## config.mk

```make
export PLATFORM = sky130hd
export DESIGN_NAME = pp_port_slave
export DESIGN_NICKNAME = d
export VERILOG_FILES = /design/src/pp_strobe_engine.v /design/src/pp_port_slave.v
export VERILOG_INCLUDE_DIRS = /design/src /design/src/include
export SDC_FILE = /design/constraint.sdc
export NUM_CORES = 1
export LEC_CHECK = 0
export BUFFER_PORTS_ARGS = -buffer_cell sky130_fd_sc_hd__buf_2
export CAP_MARGIN = 10
export CORE_MARGIN = 2
export CORE_UTILIZATION = 30
export DETAILED_ROUTE_END_ITERATION = 8
export GPL_TIMING_DRIVEN = 0
export PLACE_DENSITY = 0.48
export SLEW_MARGIN = 20
export SYNTH_ARGS = -nofsm -noshare
export SYNTH_HDL_FRONTEND = slang
export SYNTH_SLANG_ARGS = --single-unit
```

## constraint.sdc

```tcl
create_clock -name clk_in -period 2.5 [get_ports clk_in]
set_input_delay 0.25 -clock clk_in [delete_from_list [all_inputs] [get_ports clk_in]]
set_output_delay 0.25 -clock clk_in [all_outputs]
set_load 0.03 [all_outputs]
```

## src/include/pp_port_map.vh

```
// register offsets, field positions, reset values and timing counts
// of the printer port slave registers.
// assumes byte-wide host accesses with a 12-bit offset in the 4K block.
`ifndef PP_PORT_MAP_VH
`define PP_PORT_MAP_VH

// ----------------------------------------------------------------
// register byte offsets within the slave block
// ----------------------------------------------------------------
`define PP_OFS_DIRECTED_RESET 12'h000
`define PP_OFS_DATA 12'h800
`define PP_OFS_LINE_STATUS 12'h801
`define PP_OFS_DEVICE_CONTROL 12'h802
`define PP_OFS_UNUSED 12'h803
`define PP_OFS_MODE_CONTROL 12'h804
`define PP_OFS_IRQ_ENABLE 12'h805
`define PP_OFS_LEGACY_DELAY 12'h806
`define PP_OFS_PULSE_DELAY 12'h807

// ----------------------------------------------------------------
// device control fields
// ----------------------------------------------------------------
`define PP_DC_DIRECTION 5
`define PP_DC_LEGACY_IRQ 4
`define PP_DC_SELECT_IN 3
`define PP_DC_INIT 2
`define PP_DC_AUTO_FEED 1
`define PP_DC_STROBE 0
// strobe high, auto-feed high, init low, select-in low, output direction
`define PP_DC_RESET 6'h00

// ----------------------------------------------------------------
// mode control fields
// ----------------------------------------------------------------
`define PP_MC_MODE_HI 7
`define PP_MC_MODE_LO 5
`define PP_MC_BIDIR_EN 4
`define PP_MC_FORCE_PULSE 3
`define PP_MODE_SOFTWARE 3'h0
`define PP_MODE_ACK_BUSY 3'h1
`define PP_MODE_BUSY_ONLY 3'h2
`define PP_MODE_RESERVED 3'h3
`define PP_MODE_STREAM 3'h4
`define PP_MC_RESET 5'h00

// ----------------------------------------------------------------
// reset values and timing
// ----------------------------------------------------------------
`define PP_IRQ_EN_RESET 8'h00
`define PP_LEGACY_DELAY_RESET 8'h00
`define PP_CLK_PERIOD_NS 4
`define PP_PULSE_DELAY_NS 1000
// one microsecond in clock cycles, rounded up
`define PP_PULSE_DELAY_CYC \
	((`PP_PULSE_DELAY_NS + `PP_CLK_PERIOD_NS - 1) / `PP_CLK_PERIOD_NS)

`endif

```

## src/pp_strobe_engine.v

```verilog
// automatic strobe sequencer: setup, optional busy wait, low pulse, hold.
// assumes busy already synchronised and start only while idle.
`timescale 1ns/1ns
`default_nettype none

module pp_strobe_engine (
	// clock and reset
	input wire clk_in,
	input wire rst_n_in,
	input wire soft_clr_in,
	// control
	input wire start_in,
	input wire wait_busy_in,
	input wire busy_in,
	input wire [7:0] delay_in,
	// status
	output reg strobe_low_out,
	output reg active_out
);

	// ----------------------------------------------------------------
	// states and counters
	// ----------------------------------------------------------------
	localparam [2:0] ST_IDLE = 3'h0;
	localparam [2:0] ST_SETUP = 3'h1;
	localparam [2:0] ST_WAIT = 3'h2;
	localparam [2:0] ST_PULSE = 3'h3;
	localparam [2:0] ST_HOLD = 3'h4;

	reg [2:0] state_q; // sequencer state
	reg [7:0] count_q; // cycles left in phase
	reg wait_q; // busy wait wanted for this byte
	wire [7:0] load_w; // phase length, never zero

	// a zero delay still gives one cycle per phase
	assign load_w = (delay_in == 8'h00) ? 8'h01 : delay_in;

	// ----------------------------------------------------------------
	// sequencer
	// ----------------------------------------------------------------
	always @(posedge clk_in or negedge rst_n_in) begin
		if (!rst_n_in) begin
			state_q <= ST_IDLE;
			count_q <= 8'h00;
			wait_q <= 1'b0;
			strobe_low_out <= 1'b0;
			active_out <= 1'b0;
		end else if (soft_clr_in) begin
			// directed reset aborts any transfer
			state_q <= ST_IDLE;
			count_q <= 8'h00;
			wait_q <= 1'b0;
			strobe_low_out <= 1'b0;
			active_out <= 1'b0;
		end else begin
			case (state_q)
			ST_IDLE: begin
				strobe_low_out <= 1'b0;
				if (start_in) begin
					state_q <= ST_SETUP;
					count_q <= load_w;
					wait_q <= wait_busy_in;
					active_out <= 1'b1;
				end
			end
			ST_SETUP: begin
				// data setup before the strobe falls
				if (count_q == 8'h01) begin
					state_q <= wait_q ? ST_WAIT : ST_PULSE;
					strobe_low_out <= !wait_q;
					count_q <= load_w;
				end else begin
					count_q <= count_q - 8'h01;
				end
			end
			ST_WAIT: begin
				// printer must not be busy before strobing
				if (!busy_in) begin
					state_q <= ST_PULSE;
					strobe_low_out <= 1'b1;
				end
			end
			ST_PULSE: begin
				if (count_q == 8'h01) begin
					state_q <= ST_HOLD;
					strobe_low_out <= 1'b0;
					count_q <= load_w;
				end else begin
					count_q <= count_q - 8'h01;
				end
			end
			ST_HOLD: begin
				// data hold after the strobe rises
				if (count_q == 8'h01) begin
					state_q <= ST_IDLE;
					active_out <= 1'b0;
				end else begin
					count_q <= count_q - 8'h01;
				end
			end
			default: begin
				state_q <= ST_IDLE;
				strobe_low_out <= 1'b0;
				active_out <= 1'b0;
			end
			endcase
		end
	end

endmodule

`default_nettype wire

```

## src/pp_port_slave.v

```verilog
// printer port slave registers: host byte port, data path, status and
// control lines, directed reset and strobe selection by mode.
// assumes a byte-wide host port on clk_in and connector lines that are
// asynchronous to it; handshake detail beyond the strobe is elsewhere.
//
// Contract
// - register write resets port, keeps four lines
// - data write drives lines when output direction
// - data read returns lines; input needs both bits
// - data writes ignored during dma, reads work
// - status bits show busy inverted, ack, paper, select, fault
// - control bits 7,6 read one, writes ignored
// - direction bit counts only with bidirectional enable
// - legacy interrupt enable ignored, reads zero
// - automatic modes never touch the control bits
// - auto modes idle strobe high; mode 0 follows
// - legacy delay kept; pulse delay times strobe
// - power-up resets state, lines, enables, delay
// - mode bits select handshake; 3, 5-7 act as mode 0
`timescale 1ns/1ns
`default_nettype none
`include "pp_port_map.vh"

module pp_port_slave (
	// clock and reset
	input wire clk_in,
	input wire rst_n_in,
	// host byte port
	input wire [11:0] addr_in,
	input wire wr_en_in,
	input wire rd_en_in,
	input wire [7:0] wdata_in,
	output reg [7:0] rdata_out,
	// dma engine status
	input wire dma_busy_in,
	// connector data lines
	input wire [7:0] data_line_in,
	output reg [7:0] data_line_out,
	output reg data_line_oe_out,
	// connector control outputs and their sensed levels
	output reg strobe_n_out,
	output reg auto_feed_n_out,
	output reg init_n_out,
	output reg select_in_n_out,
	input wire strobe_n_sense_in,
	input wire auto_feed_n_sense_in,
	input wire init_n_sense_in,
	input wire select_in_n_sense_in,
	// connector status inputs
	input wire busy_in,
	input wire ack_n_in,
	input wire paper_empty_line_in,
	input wire select_in,
	input wire fault_n_in
);

	// ----------------------------------------------------------------
	// constants and declarations
	// ----------------------------------------------------------------
	localparam SYNC_W = 17; // connector inputs crossing in
	// one microsecond count, cut to the register width on purpose
	localparam integer DELAY_CYC = `PP_PULSE_DELAY_CYC;
	localparam [7:0] DELAY_RESET = DELAY_CYC[7:0];

	reg [SYNC_W-1:0] sync1_q; // first stage, read only by second
	reg [SYNC_W-1:0] sync2_q; // stable copies
	wire [SYNC_W-1:0] raw_w; // gathered connector inputs
	reg soft_rst_q; // one-cycle directed reset pulse
	reg [7:0] data_q; // byte to drive out
	reg [5:0] dev_ctl_q; // device control bits 5..0
	reg [4:0] mode_ctl_q; // mode bits, bidir enable, force pulse
	reg [7:0] irq_en_q; // interrupt enables
	reg [7:0] legacy_delay_q; // obsolete delay location
	reg [7:0] pulse_delay_q; // strobe phase length in cycles
	reg [7:0] rdata_d; // read mux
	wire [2:0] mode_w; // raw mode code
	wire auto_w; // automatic handshake selected
	wire input_dir_w; // port takes data from the printer
	wire wr_data_w; // accepted data register write
	wire eng_strobe_w; // engine pulls strobe low
	wire eng_active_w; // engine transfer in progress

	// ----------------------------------------------------------------
	// input synchronisers
	// ----------------------------------------------------------------
	assign raw_w = {fault_n_in, select_in, paper_empty_line_in, ack_n_in,
		busy_in, select_in_n_sense_in, init_n_sense_in,
		auto_feed_n_sense_in, strobe_n_sense_in, data_line_in};

	// two flops per line; directed reset leaves them running
	genvar gi;
	generate
		for (gi = 0; gi < SYNC_W; gi = gi + 1) begin : g_sync
			always @(posedge clk_in or negedge rst_n_in) begin
				if (!rst_n_in) begin
					sync1_q[gi] <= 1'b0;
					sync2_q[gi] <= 1'b0;
				end else begin
					sync1_q[gi] <= raw_w[gi];
					sync2_q[gi] <= sync1_q[gi];
				end
			end
		end
	endgenerate

	// ----------------------------------------------------------------
	// mode decode
	// ----------------------------------------------------------------
	assign mode_w = mode_ctl_q[4:2];
	// reserved code and 5..7 behave as software handshake
	assign auto_w = (mode_w == `PP_MODE_ACK_BUSY) ||
		(mode_w == `PP_MODE_BUSY_ONLY) ||
		(mode_w == `PP_MODE_STREAM);
	// direction bit matters only when bidir enable is set
	assign input_dir_w = mode_ctl_q[1] && dev_ctl_q[`PP_DC_DIRECTION];
	// dma owns the data register; a busy engine also refuses new bytes
	assign wr_data_w = wr_en_in && (addr_in == `PP_OFS_DATA) &&
		!dma_busy_in && !eng_active_w;

	// ----------------------------------------------------------------
	// register writes
	// ----------------------------------------------------------------
	always @(posedge clk_in or negedge rst_n_in) begin
		if (!rst_n_in) begin
			soft_rst_q <= 1'b0;
			data_q <= 8'h00;
			dev_ctl_q <= `PP_DC_RESET;
			mode_ctl_q <= `PP_MC_RESET;
			irq_en_q <= `PP_IRQ_EN_RESET;
			legacy_delay_q <= `PP_LEGACY_DELAY_RESET;
			pulse_delay_q <= DELAY_RESET;
		end else if (soft_rst_q) begin
			// same as power-up except the four line bits
			soft_rst_q <= 1'b0;
			data_q <= 8'h00;
			dev_ctl_q[`PP_DC_DIRECTION] <= 1'b0;
			dev_ctl_q[`PP_DC_LEGACY_IRQ] <= 1'b0;
			mode_ctl_q <= `PP_MC_RESET;
			irq_en_q <= `PP_IRQ_EN_RESET;
			legacy_delay_q <= `PP_LEGACY_DELAY_RESET;
			pulse_delay_q <= DELAY_RESET;
		end else begin
			// any value written starts the directed reset
			soft_rst_q <= wr_en_in &&
				(addr_in == `PP_OFS_DIRECTED_RESET);
			if (wr_data_w) begin
				data_q <= wdata_in;
			end
			// only host writes alter these bits, in any mode
			if (wr_en_in && (addr_in == `PP_OFS_DEVICE_CONTROL)) begin
				// bits 7,6 have no storage; legacy enable held at zero
				dev_ctl_q <= {wdata_in[5], 1'b0, wdata_in[3:0]};
			end
			if (wr_en_in && (addr_in == `PP_OFS_MODE_CONTROL)) begin
				mode_ctl_q <= wdata_in[7:3];
			end
			if (wr_en_in && (addr_in == `PP_OFS_IRQ_ENABLE)) begin
				irq_en_q <= wdata_in;
			end
			if (wr_en_in && (addr_in == `PP_OFS_LEGACY_DELAY)) begin
				legacy_delay_q <= wdata_in;
			end
			if (wr_en_in && (addr_in == `PP_OFS_PULSE_DELAY)) begin
				pulse_delay_q <= wdata_in;
			end
		end
	end

	// ----------------------------------------------------------------
	// automatic strobe engine
	// ----------------------------------------------------------------
	pp_strobe_engine u_strobe (
		.clk_in(clk_in),
		.rst_n_in(rst_n_in),
		.soft_clr_in(soft_rst_q),
		.start_in(wr_data_w && auto_w),
		.wait_busy_in((mode_w != `PP_MODE_STREAM) && !mode_ctl_q[0]),
		.busy_in(sync2_q[12]),
		.delay_in(pulse_delay_q),
		.strobe_low_out(eng_strobe_w),
		.active_out(eng_active_w)
	);

	// ----------------------------------------------------------------
	// connector outputs
	// ----------------------------------------------------------------
	// registered so every pin changes one cycle after its cause
	always @(posedge clk_in or negedge rst_n_in) begin
		if (!rst_n_in) begin
			data_line_out <= 8'h00;
			data_line_oe_out <= 1'b1;
			strobe_n_out <= 1'b1;
			auto_feed_n_out <= 1'b1;
			init_n_out <= 1'b0;
			select_in_n_out <= 1'b0;
		end else begin
			data_line_out <= data_q;
			data_line_oe_out <= !input_dir_w;
			if (auto_w) begin
				// idle high; only the engine pulls it low
				strobe_n_out <= !eng_strobe_w;
			end else begin
				strobe_n_out <= !dev_ctl_q[`PP_DC_STROBE];
			end
			auto_feed_n_out <= !dev_ctl_q[`PP_DC_AUTO_FEED];
			init_n_out <= dev_ctl_q[`PP_DC_INIT];
			select_in_n_out <= dev_ctl_q[`PP_DC_SELECT_IN];
		end
	end

	// ----------------------------------------------------------------
	// read mux
	// ----------------------------------------------------------------
	// undefined locations read as zero
	always @* begin
		case (addr_in)
		`PP_OFS_DATA: begin
			rdata_d = sync2_q[7:0];
		end
		`PP_OFS_LINE_STATUS: begin
			rdata_d = {!sync2_q[12], sync2_q[13], sync2_q[14],
				sync2_q[15], sync2_q[16], 3'b111};
		end
		`PP_OFS_DEVICE_CONTROL: begin
			// bits 7..5 fixed one, legacy enable fixed zero
			rdata_d = {3'b111, 1'b0, sync2_q[11], sync2_q[10],
				!sync2_q[9], !sync2_q[8]};
		end
		`PP_OFS_MODE_CONTROL: begin
			rdata_d = {mode_ctl_q, 3'b000};
		end
		`PP_OFS_IRQ_ENABLE: begin
			// request side lives with the interrupt logic
			rdata_d = 8'h00;
		end
		`PP_OFS_LEGACY_DELAY: begin
			rdata_d = legacy_delay_q;
		end
		`PP_OFS_PULSE_DELAY: begin
			rdata_d = pulse_delay_q;
		end
		default: begin
			rdata_d = 8'h00;
		end
		endcase
	end

	// read data held until the next read
	always @(posedge clk_in or negedge rst_n_in) begin
		if (!rst_n_in) begin
			rdata_out <= 8'h00;
		end else if (rd_en_in) begin
			rdata_out <= rdata_d;
		end
	end

endmodule

`default_nettype wire

```

==> results of run 1 <==
==> worst paths after layout <==
path,slack (ps),from,to,cells past startpoint
worst max-delay path,130,u_strobe.count_q[1],u_strobe.count_q[5],8
worst min-delay path,20,data_line_in[6],sync1_q[6],1
worst max register to register,130,u_strobe.count_q[1],u_strobe.count_q[5],8
worst min register to register,350,sync1_q[10],sync2_q[10],0
max in group asynchronous,1450,rst_n_in,data_line_oe_out,3
min in group asynchronous,370,rst_n_in,u_strobe.count_q[3],2
==> Yosys cell counts, types with 2 or more instances <==
master	number	area share [%]
clkbuf_1	17	1.4
o21ai_1	2	0.22
a21oi_1	16	1.8
dfrtp_1	95	53
and3b_1	2	0.39
nor4_1	5	0.70
or3_1	3	0.42
nor3b_1	5	0.84
o22ai_1	6	0.84
mux2_1	3	0.76
mux2_2	7	1.8
buf_2	3	0.34
and2_1	2	0.28
inv_1	10	0.84
dfstp_2	9	5.3
o21ai_0	7	0.78
nor2b_1	6	0.84
nand2b_1	9	1.3
nor2_1	49	4.1
nor3_1	11	1.2
or2_2	2	0.28
or4b_1	3	0.67
nand3_1	12	1.3
a221oi_1	3	0.59
nor4_4	2	0.95
o32a_1	2	0.45
a22oi_1	3	0.50
mux2i_1	32	7.2
nand2_1	14	1.2
nor4_2	2	0.56
a211oi_1	6	1.0
o32ai_2	5	1.8
ha_1	2	0.56
a31oi_1	5	0.70
==> what timing repair did <==
item / CTS / global route
hold buffers: 16 / 1
endpoints found under the setup margin: 5 / 6
endpoints found under the hold margin: 52 / 1
resized for setup: 2 / 3
==> cell families after synthesis <==
group / Yosys count / share of synthesized area [%]
AO/OA/AOI/OAI: 67 / 11.0
XOR/XNOR: 2 / 0.392
multiplexers: 42 / 9.68
flip-flops: 104 / 58.4
buffers and inverters: 31 / 2.69
adder cells (fa/ha/maj): 2 / 0.560
AND/OR/NAND/NOR: 136 / 17.2
==> cell type report <==
class	instances	area share [%]
timing repair buffer	79	9.19
buffer	21	1.53
inverter	10	0.677
sequential	104	47.1
clock inverter	6	1.62
tap	184	4.15
multi-input combinational	249	31.6
clock buffer	10	4.13
==> cells in the final DEF, fill, tap and decap left out, types with 5 or more instances in the layout <==
cell type and count:
dfrtp_1 95, nor3_1 11, o21ai_0 7, buf_2 63, dlygate4sd3_1 17, nor2b_1 6
dfstp_2 9, nor3b_1 5, clkbuf_1 17, inv_1 10, a31oi_1 5, a21oi_1 16
nor2_1 48, o32ai_2 5, nand3_1 12, mux2_2 7, nand2b_1 9, clkbuf_16 9
o22ai_1 6, nand2_1 14, nor4_1 5, mux2i_1 32, a211oi_1 5
==> layer usage <==
metal / GRT usage, % / share of wire (%)
met3: 3.10 / 2.8
met2: 23.9 / 49
met5: 0 / 0
met1: 19.4 / 47
met4: 4.72 / 1.3
==> worst max-delay path, delay by kind of cell (launching register included) <==
| kind | cells | cell delay, ps |
|---|---|---|
| AND/OR/NAND/NOR | 2 | 670 |
| AO/OA/AOI/OAI | 3 | 700 |
| buffers and inverters | 2 | 320 |
| flip-flops | 1 | 410 |
| adder cells (fa/ha/maj) | 1 | 130 |
==> power breakdown <==
group / switching, mW / internal, mW / leakage (nW)
Clock: 0.631 / 0.884 / 0.153
Combinational: 0.274 / 0.236 / 1.16
Sequential: 0.0843 / 1.80 / 1.30
Total: 0.989 / 2.91 / 2.61
==> sequential cells by signal, indices dropped and copies added (netlist names) <==
signal / count
sync1_q: 17
sync2_q: 17
data_line_out: 8
data_q: 8
legacy_delay_q: 8
pulse_delay_q: 8
rdata_out: 8
u_strobe.count_q: 8
dev_ctl_q: 5
mode_ctl_q: 5
u_strobe.state_q: 3
auto_feed_n_out: 1
data_line_oe_out: 1
init_n_out: 1
select_in_n_out: 1
soft_rst_q: 1
strobe_n_out: 1
u_strobe.active_out: 1
u_strobe.strobe_low_out: 1
u_strobe.wait_q: 1
==> flow_metrics.py, run 1 <==
metrics = {
    "run_status": {
        "status": "finished, final reports clean",
    },
    "detailed_routing": {
        "post_drt_wl_per_cell_um": 16.8,
        "via_per_inst": 4.86,
        "drt-pass1-iter-count": 4,
        "drc": 0,
        "vias": 3223,
        "ant_nets": 0,
        "drt-total-wl_um": 11100,
        "drtIter0Drc": 145,
    },
    "clock_network": {
        "clock_latency_ps": 350,
        "path_clk_slew_ps": 70,
        "cts_tree": "done",
        "clock_path_buffers": 2,
        "cts-root-buf": "clkbuf_16",
        "cts.sinks": 104,
        "cts_setup_buffers": 0,
        "cts-htree-levels": 3,
        "cts_inserted_buffers": 9,
    },
    "floorplanning": {
        "die_w_um": 126,
        "dieArea_um2": 15900,
        "coreArea_um2": 14500,
        "io_pins": 63,
        "die_y_um": 126,
        "rows": 44,
        "initial_utilization_pct": 30.8,
    },
    "layout": {
        "final_cells": 663,
        "nNetsFinal": 518,
        "fin_util_pct": 38.1,
        "areaGrowthSynthToFinish_pct": 24.0,
        "fin_area_um2": 5540,
        "fill_cells": 1466,
        "multi_input_area_um2": 1750,
        "final_layout_size_suffix_gt1_share_pct": 24.4,
        "antenna_cells": 0,
        "regArea_um2": 2610,
    },
    "setup_path": {
        "required_ps": 2700,
        "start_kind": "flop",
        "cp_slowest_stage_delay_ps": 560,
        "end_kind": "flop",
        "arrival_ps": 2570,
        "slowest_stage": "or4b_1",
        "critical_path_class": "flop to flop",
        "crit_chain": "inv_1, ha_1, or4b_1, o21ai_2, nand2_1, clkbuf_2, a211oi_1, o32ai_2",
        "crit_path_max_fanout": 10,
    },
    "place": {
        "dp_cells": 630,
        "hpwl_um": 7940,
        "io_buffers": 61,
        "pre_cts_slack_ps": -218,
        "dpl-instance-area_um2": 5040,
        "place_congestion": 0.784,
    },
    "pwr": {
        "powerDensity_nw_per_um2": 704,
        "p_leak_nw": 2.61,
        "ir_drop_v": 0.000445,
        "power_mw": 3.90,
    },
    "sta": {
        "clock.fmax_mhz": 422,
        "setup_viol": 0,
        "fin_crit_sh_pct": 94.8,
        "rsz0062_at_grt": "false",
        "slew_violations": 0,
        "hold_violations": 0,
        "worst_pin_slew_ps": 895,
        "timing.hold.ws_ps": 16.1,
        "setup-tns-final_ps": 0,
        "layout_min_cycle_time_ps": 2370,
        "skew_ps": 6.51,
        "fin_ws_ps": 129,
        "slew_headroom_pct": 39.9,
    },
    "yosys": {
        "synthFlopType": "dfrtp_1",
        "netlist_area_um2": 4470,
        "synthesis.nets": 428,
        "synth_edf_count": 0,
        "ys_async_sr_fraction_pct": 100,
        "yosysWarnings": 0,
        "synth_seq_cells": 104,
        "synth_area_per_cell_um2": 11.6,
        "yosysSeqAreaShare_pct": 58.4,
        "ys_types": 58,
        "syn_inst": 384,
    },
    "global_route": {
        "grt_pass1_wl_um": 18100,
        "grt_max_degree": 67,
        "grt_usage_pct": 14.6,
        "antenna_found_initial": 0,
        "grt_pass1_vias": 3295,
        "grt-ovfl-total": 0,
    },
    "worst_hold_path": {
        "hp-class": "input port to flop",
    },
    "job": {
        "maxCapViolCount": 0,
    },
}
No activity file was read; power rests on OpenSTA's default activity.
==> run 2: changes to the inputs <==
--- a/config.mk
+++ b/config.mk
@@ -14,4 +14,5 @@
 export GPL_TIMING_DRIVEN = 0
 export PLACE_DENSITY = 0.48
+export REMOVE_ABC_BUFFERS = 1
 export SLEW_MARGIN = 20
 export SYNTH_ARGS = -nofsm -noshare
==> constraint.sdc (replaced) <==
create_clock -name clk_in -period 2.5 [get_ports clk_in]
set_input_delay 0.125 -clock clk_in [delete_from_list [all_inputs] [get_ports clk_in]]
set_output_delay 0.125 -clock clk_in [all_outputs]
set_load 0.03 [all_outputs]
==> run 2 against run 1 <==
Combinational power down 7.1%. Wire length is 5.4% lower. Maximum frequency increased by 2.1%. Final cell count down 2.4%. Hold slack improved by 23 ps. Via count fell by 1.3%. Total power fell by 1.5%. Register-to-register slack gained 50 ps. Clock power fell by 3%. Cell area shrank 0.47%. Largest power group unchanged.
==> flow_metrics.py, run 2 (same netlist as run 1, synthesis figures left out) <==
metrics = {
    "setup_path": {
        "r2r-start": "u_strobe.count_q[1]",
        "arrival_ps": 2600,
        "required_ps": 2770,
        "r2r_cells": 7,
        "start_kind": "flop",
        "end_kind": "flop",
        "critical_path_class": "flop to flop",
        "crit_path_max_fanout": 12,
        "r2r_end": "u_strobe.count_q[0]",
        "r2r_slack_ps": 180,
    },
    "clock_network": {
        "clock_path_buffers": 2,
        "cts_setup_buffers": 0,
        "clock_latency_ps": 360,
        "cts.sinks": 104,
        "path_clk_slew_ps": 70,
        "cts_tree": "done",
        "cts-root-buf": "clkbuf_16",
        "cts-htree-levels": 3,
        "cts_inserted_buffers": 9,
    },
    "pwr": {
        "seqPwrFrac_pct": 49.4,
        "power.switching_mw": 1.00,
        "p_int_mw": 2.84,
        "p_leak_nw": 2.59,
        "power_mw": 3.84,
        "comb_power_share_pct": 12.3,
        "clock_power_share_pct": 38.2,
        "powerDensity_nw_per_um2": 697,
        "switching_share_pct": 26.1,
        "ir_drop_v": 0.000382,
    },
    "floorplanning": {
        "die_y_um": 126,
        "io_pins": 63,
        "dieArea_um2": 15900,
        "rows": 44,
        "initial_utilization_pct": 30.8,
        "coreArea_um2": 14500,
        "die_w_um": 126,
    },
    "worst_hold_path": {
        "min-delay-start": "addr_in[10]",
        "hp-class": "input port to flop",
        "whs_endpoint": "soft_rst_q",
        "min_path_cells": 4,
    },
    "global_route": {
        "grt_max_degree": 69,
        "grt-ovfl-total": 0,
        "grt_pass1_vias": 3089,
        "antenna_found_initial": 0,
        "grt_usage_pct": 13.7,
        "grt_pass1_wl_um": 17000,
    },
    "sta": {
        "clock.fmax_mhz": 431,
        "slew_violations": 0,
        "slew_headroom_pct": 39.3,
        "hold_violations": 0,
        "timing.hold.ws_ps": 39.4,
        "fin_crit_sh_pct": 92.9,
        "setup_viol": 0,
        "skew_ps": 6.25,
        "layout_min_cycle_time_ps": 2320,
        "rsz0062_at_grt": "false",
        "worst_pin_slew_ps": 904,
    },
    "place": {
        "io_buffers": 62,
        "hpwl_um": 7240,
        "place_congestion": 0.762,
    },
    "layout": {
        "areaGrowthSynthToFinish_pct": 23.4,
        "final_layout_size_suffix_gt1_share_pct": 25.7,
        "fill_cells": 1450,
        "layout_common_cells": "dfrtp_1, buf_2, nor2_1, mux2i_1, dlygate4sd3_1",
        "antenna_cells": 0,
        "regArea_um2": 2620,
        "nNetsFinal": 502,
        "final_common_cell": "dfrtp_1",
        "reg.largest.list": "sync1_q (17), sync2_q (17)",
        "multi_input_area_um2": 1760,
    },
    "detailed_routing": {
        "vias": 3182,
        "drc": 0,
        "post_drt_wl_per_cell_um": 16.3,
        "drt-pass1-iter-count": 4,
        "drt-total-wl_um": 10500,
        "ant_nets": 0,
        "via_per_inst": 4.92,
        "drtIter0Drc": 128,
    },
    "job": {
        "maxCapViolCount": 0,
    },
    "run_status": {
        "status": "finished, final reports clean",
    },
}
==> run 2: repair_timing <==
action	4_1_cts	5_1_grt
cloned	0	0
hold buffers	19	0
pin swaps	0	0
hold endpoints to repair	54	0
resized for setup	1	4
setup endpoints to repair	1	7
==> run 2: final cells by class <==
type | instances | area share, %
clock buffers | 10 | 4.33
clock inverters | 6 | 1.32
inverters | 10 | 0.680
well taps | 184 | 4.17
repair buffers | 84 | 10.2
multi-input cells | 249 | 31.9
flip-flops and latches | 104 | 47.4
==> run 2: how the worst max path moves through the flow <==
stage                        start             endpoint  slack (ps)  cells past startpoint
6_report       u_strobe.count_q[1]  u_strobe.count_q[0]         180                      7
5_1_grt        u_strobe.count_q[1]  u_strobe.count_q[0]          30                      7
4_1_cts        u_strobe.count_q[1]  u_strobe.count_q[0]          10                      7
3_5_place_dp   u_strobe.count_q[1]  u_strobe.count_q[0]        -100                      7
3_3_place_gp         mode_ctl_q[4]  u_strobe.count_q[6]        -280                      5
2_1_floorplan  u_strobe.count_q[1]  u_strobe.count_q[0]         180                      7
==> run 2: stage by stage <==
stage | util [%] | cell area [um^2] | setup TNS, ps | setup WS, ps | instances
after floorplan | - | 4390 | 0 | 183 | 363
after CTS | 37.9 | 5500 | 0 | 14.0 | 647
after detailed placement | 34.4 | 5000 | -826 | -101 | 612
final | 38.0 | 5520 | 0 | 178 | 647
after global routing | 38.0 | 5520 | 0 | 31.5 | 647
after global placement | 33.9 | 4930 | -3100 | -275 | 609
==> run 2: worst max-delay path, stage by stage, from the launching register on <==
cell and delay [ps]:
dfrtp_1 410, inv_1 90, ha_1 130, or4b_1 520
o21ai_2 270, nand2_4 170, or4_1 490, a31oi_1 170
==> run 2: routing by layer <==
| metal | GRT usage [%] | share of wire, % |
|---|---|---|
| met5 | 0 | 0 |
| met4 | 6.33 | 2.8 |
| met3 | 3.27 | 3.0 |
| met2 | 21.1 | 48 |
| met1 | 18.2 | 47 |
==> run 2: power groups by stage <==
stage	clock network [mW]	registers [mW]	logic [mW]
3_3_place_gp	0	1.92	0.439
4_1_cts	1.52	1.90	0.480
6_report	1.47	1.90	0.474
3_5_place_dp	0	1.93	0.457
5_1_grt	1.59	1.92	0.537
2_1_floorplan	0	1.91	0.290
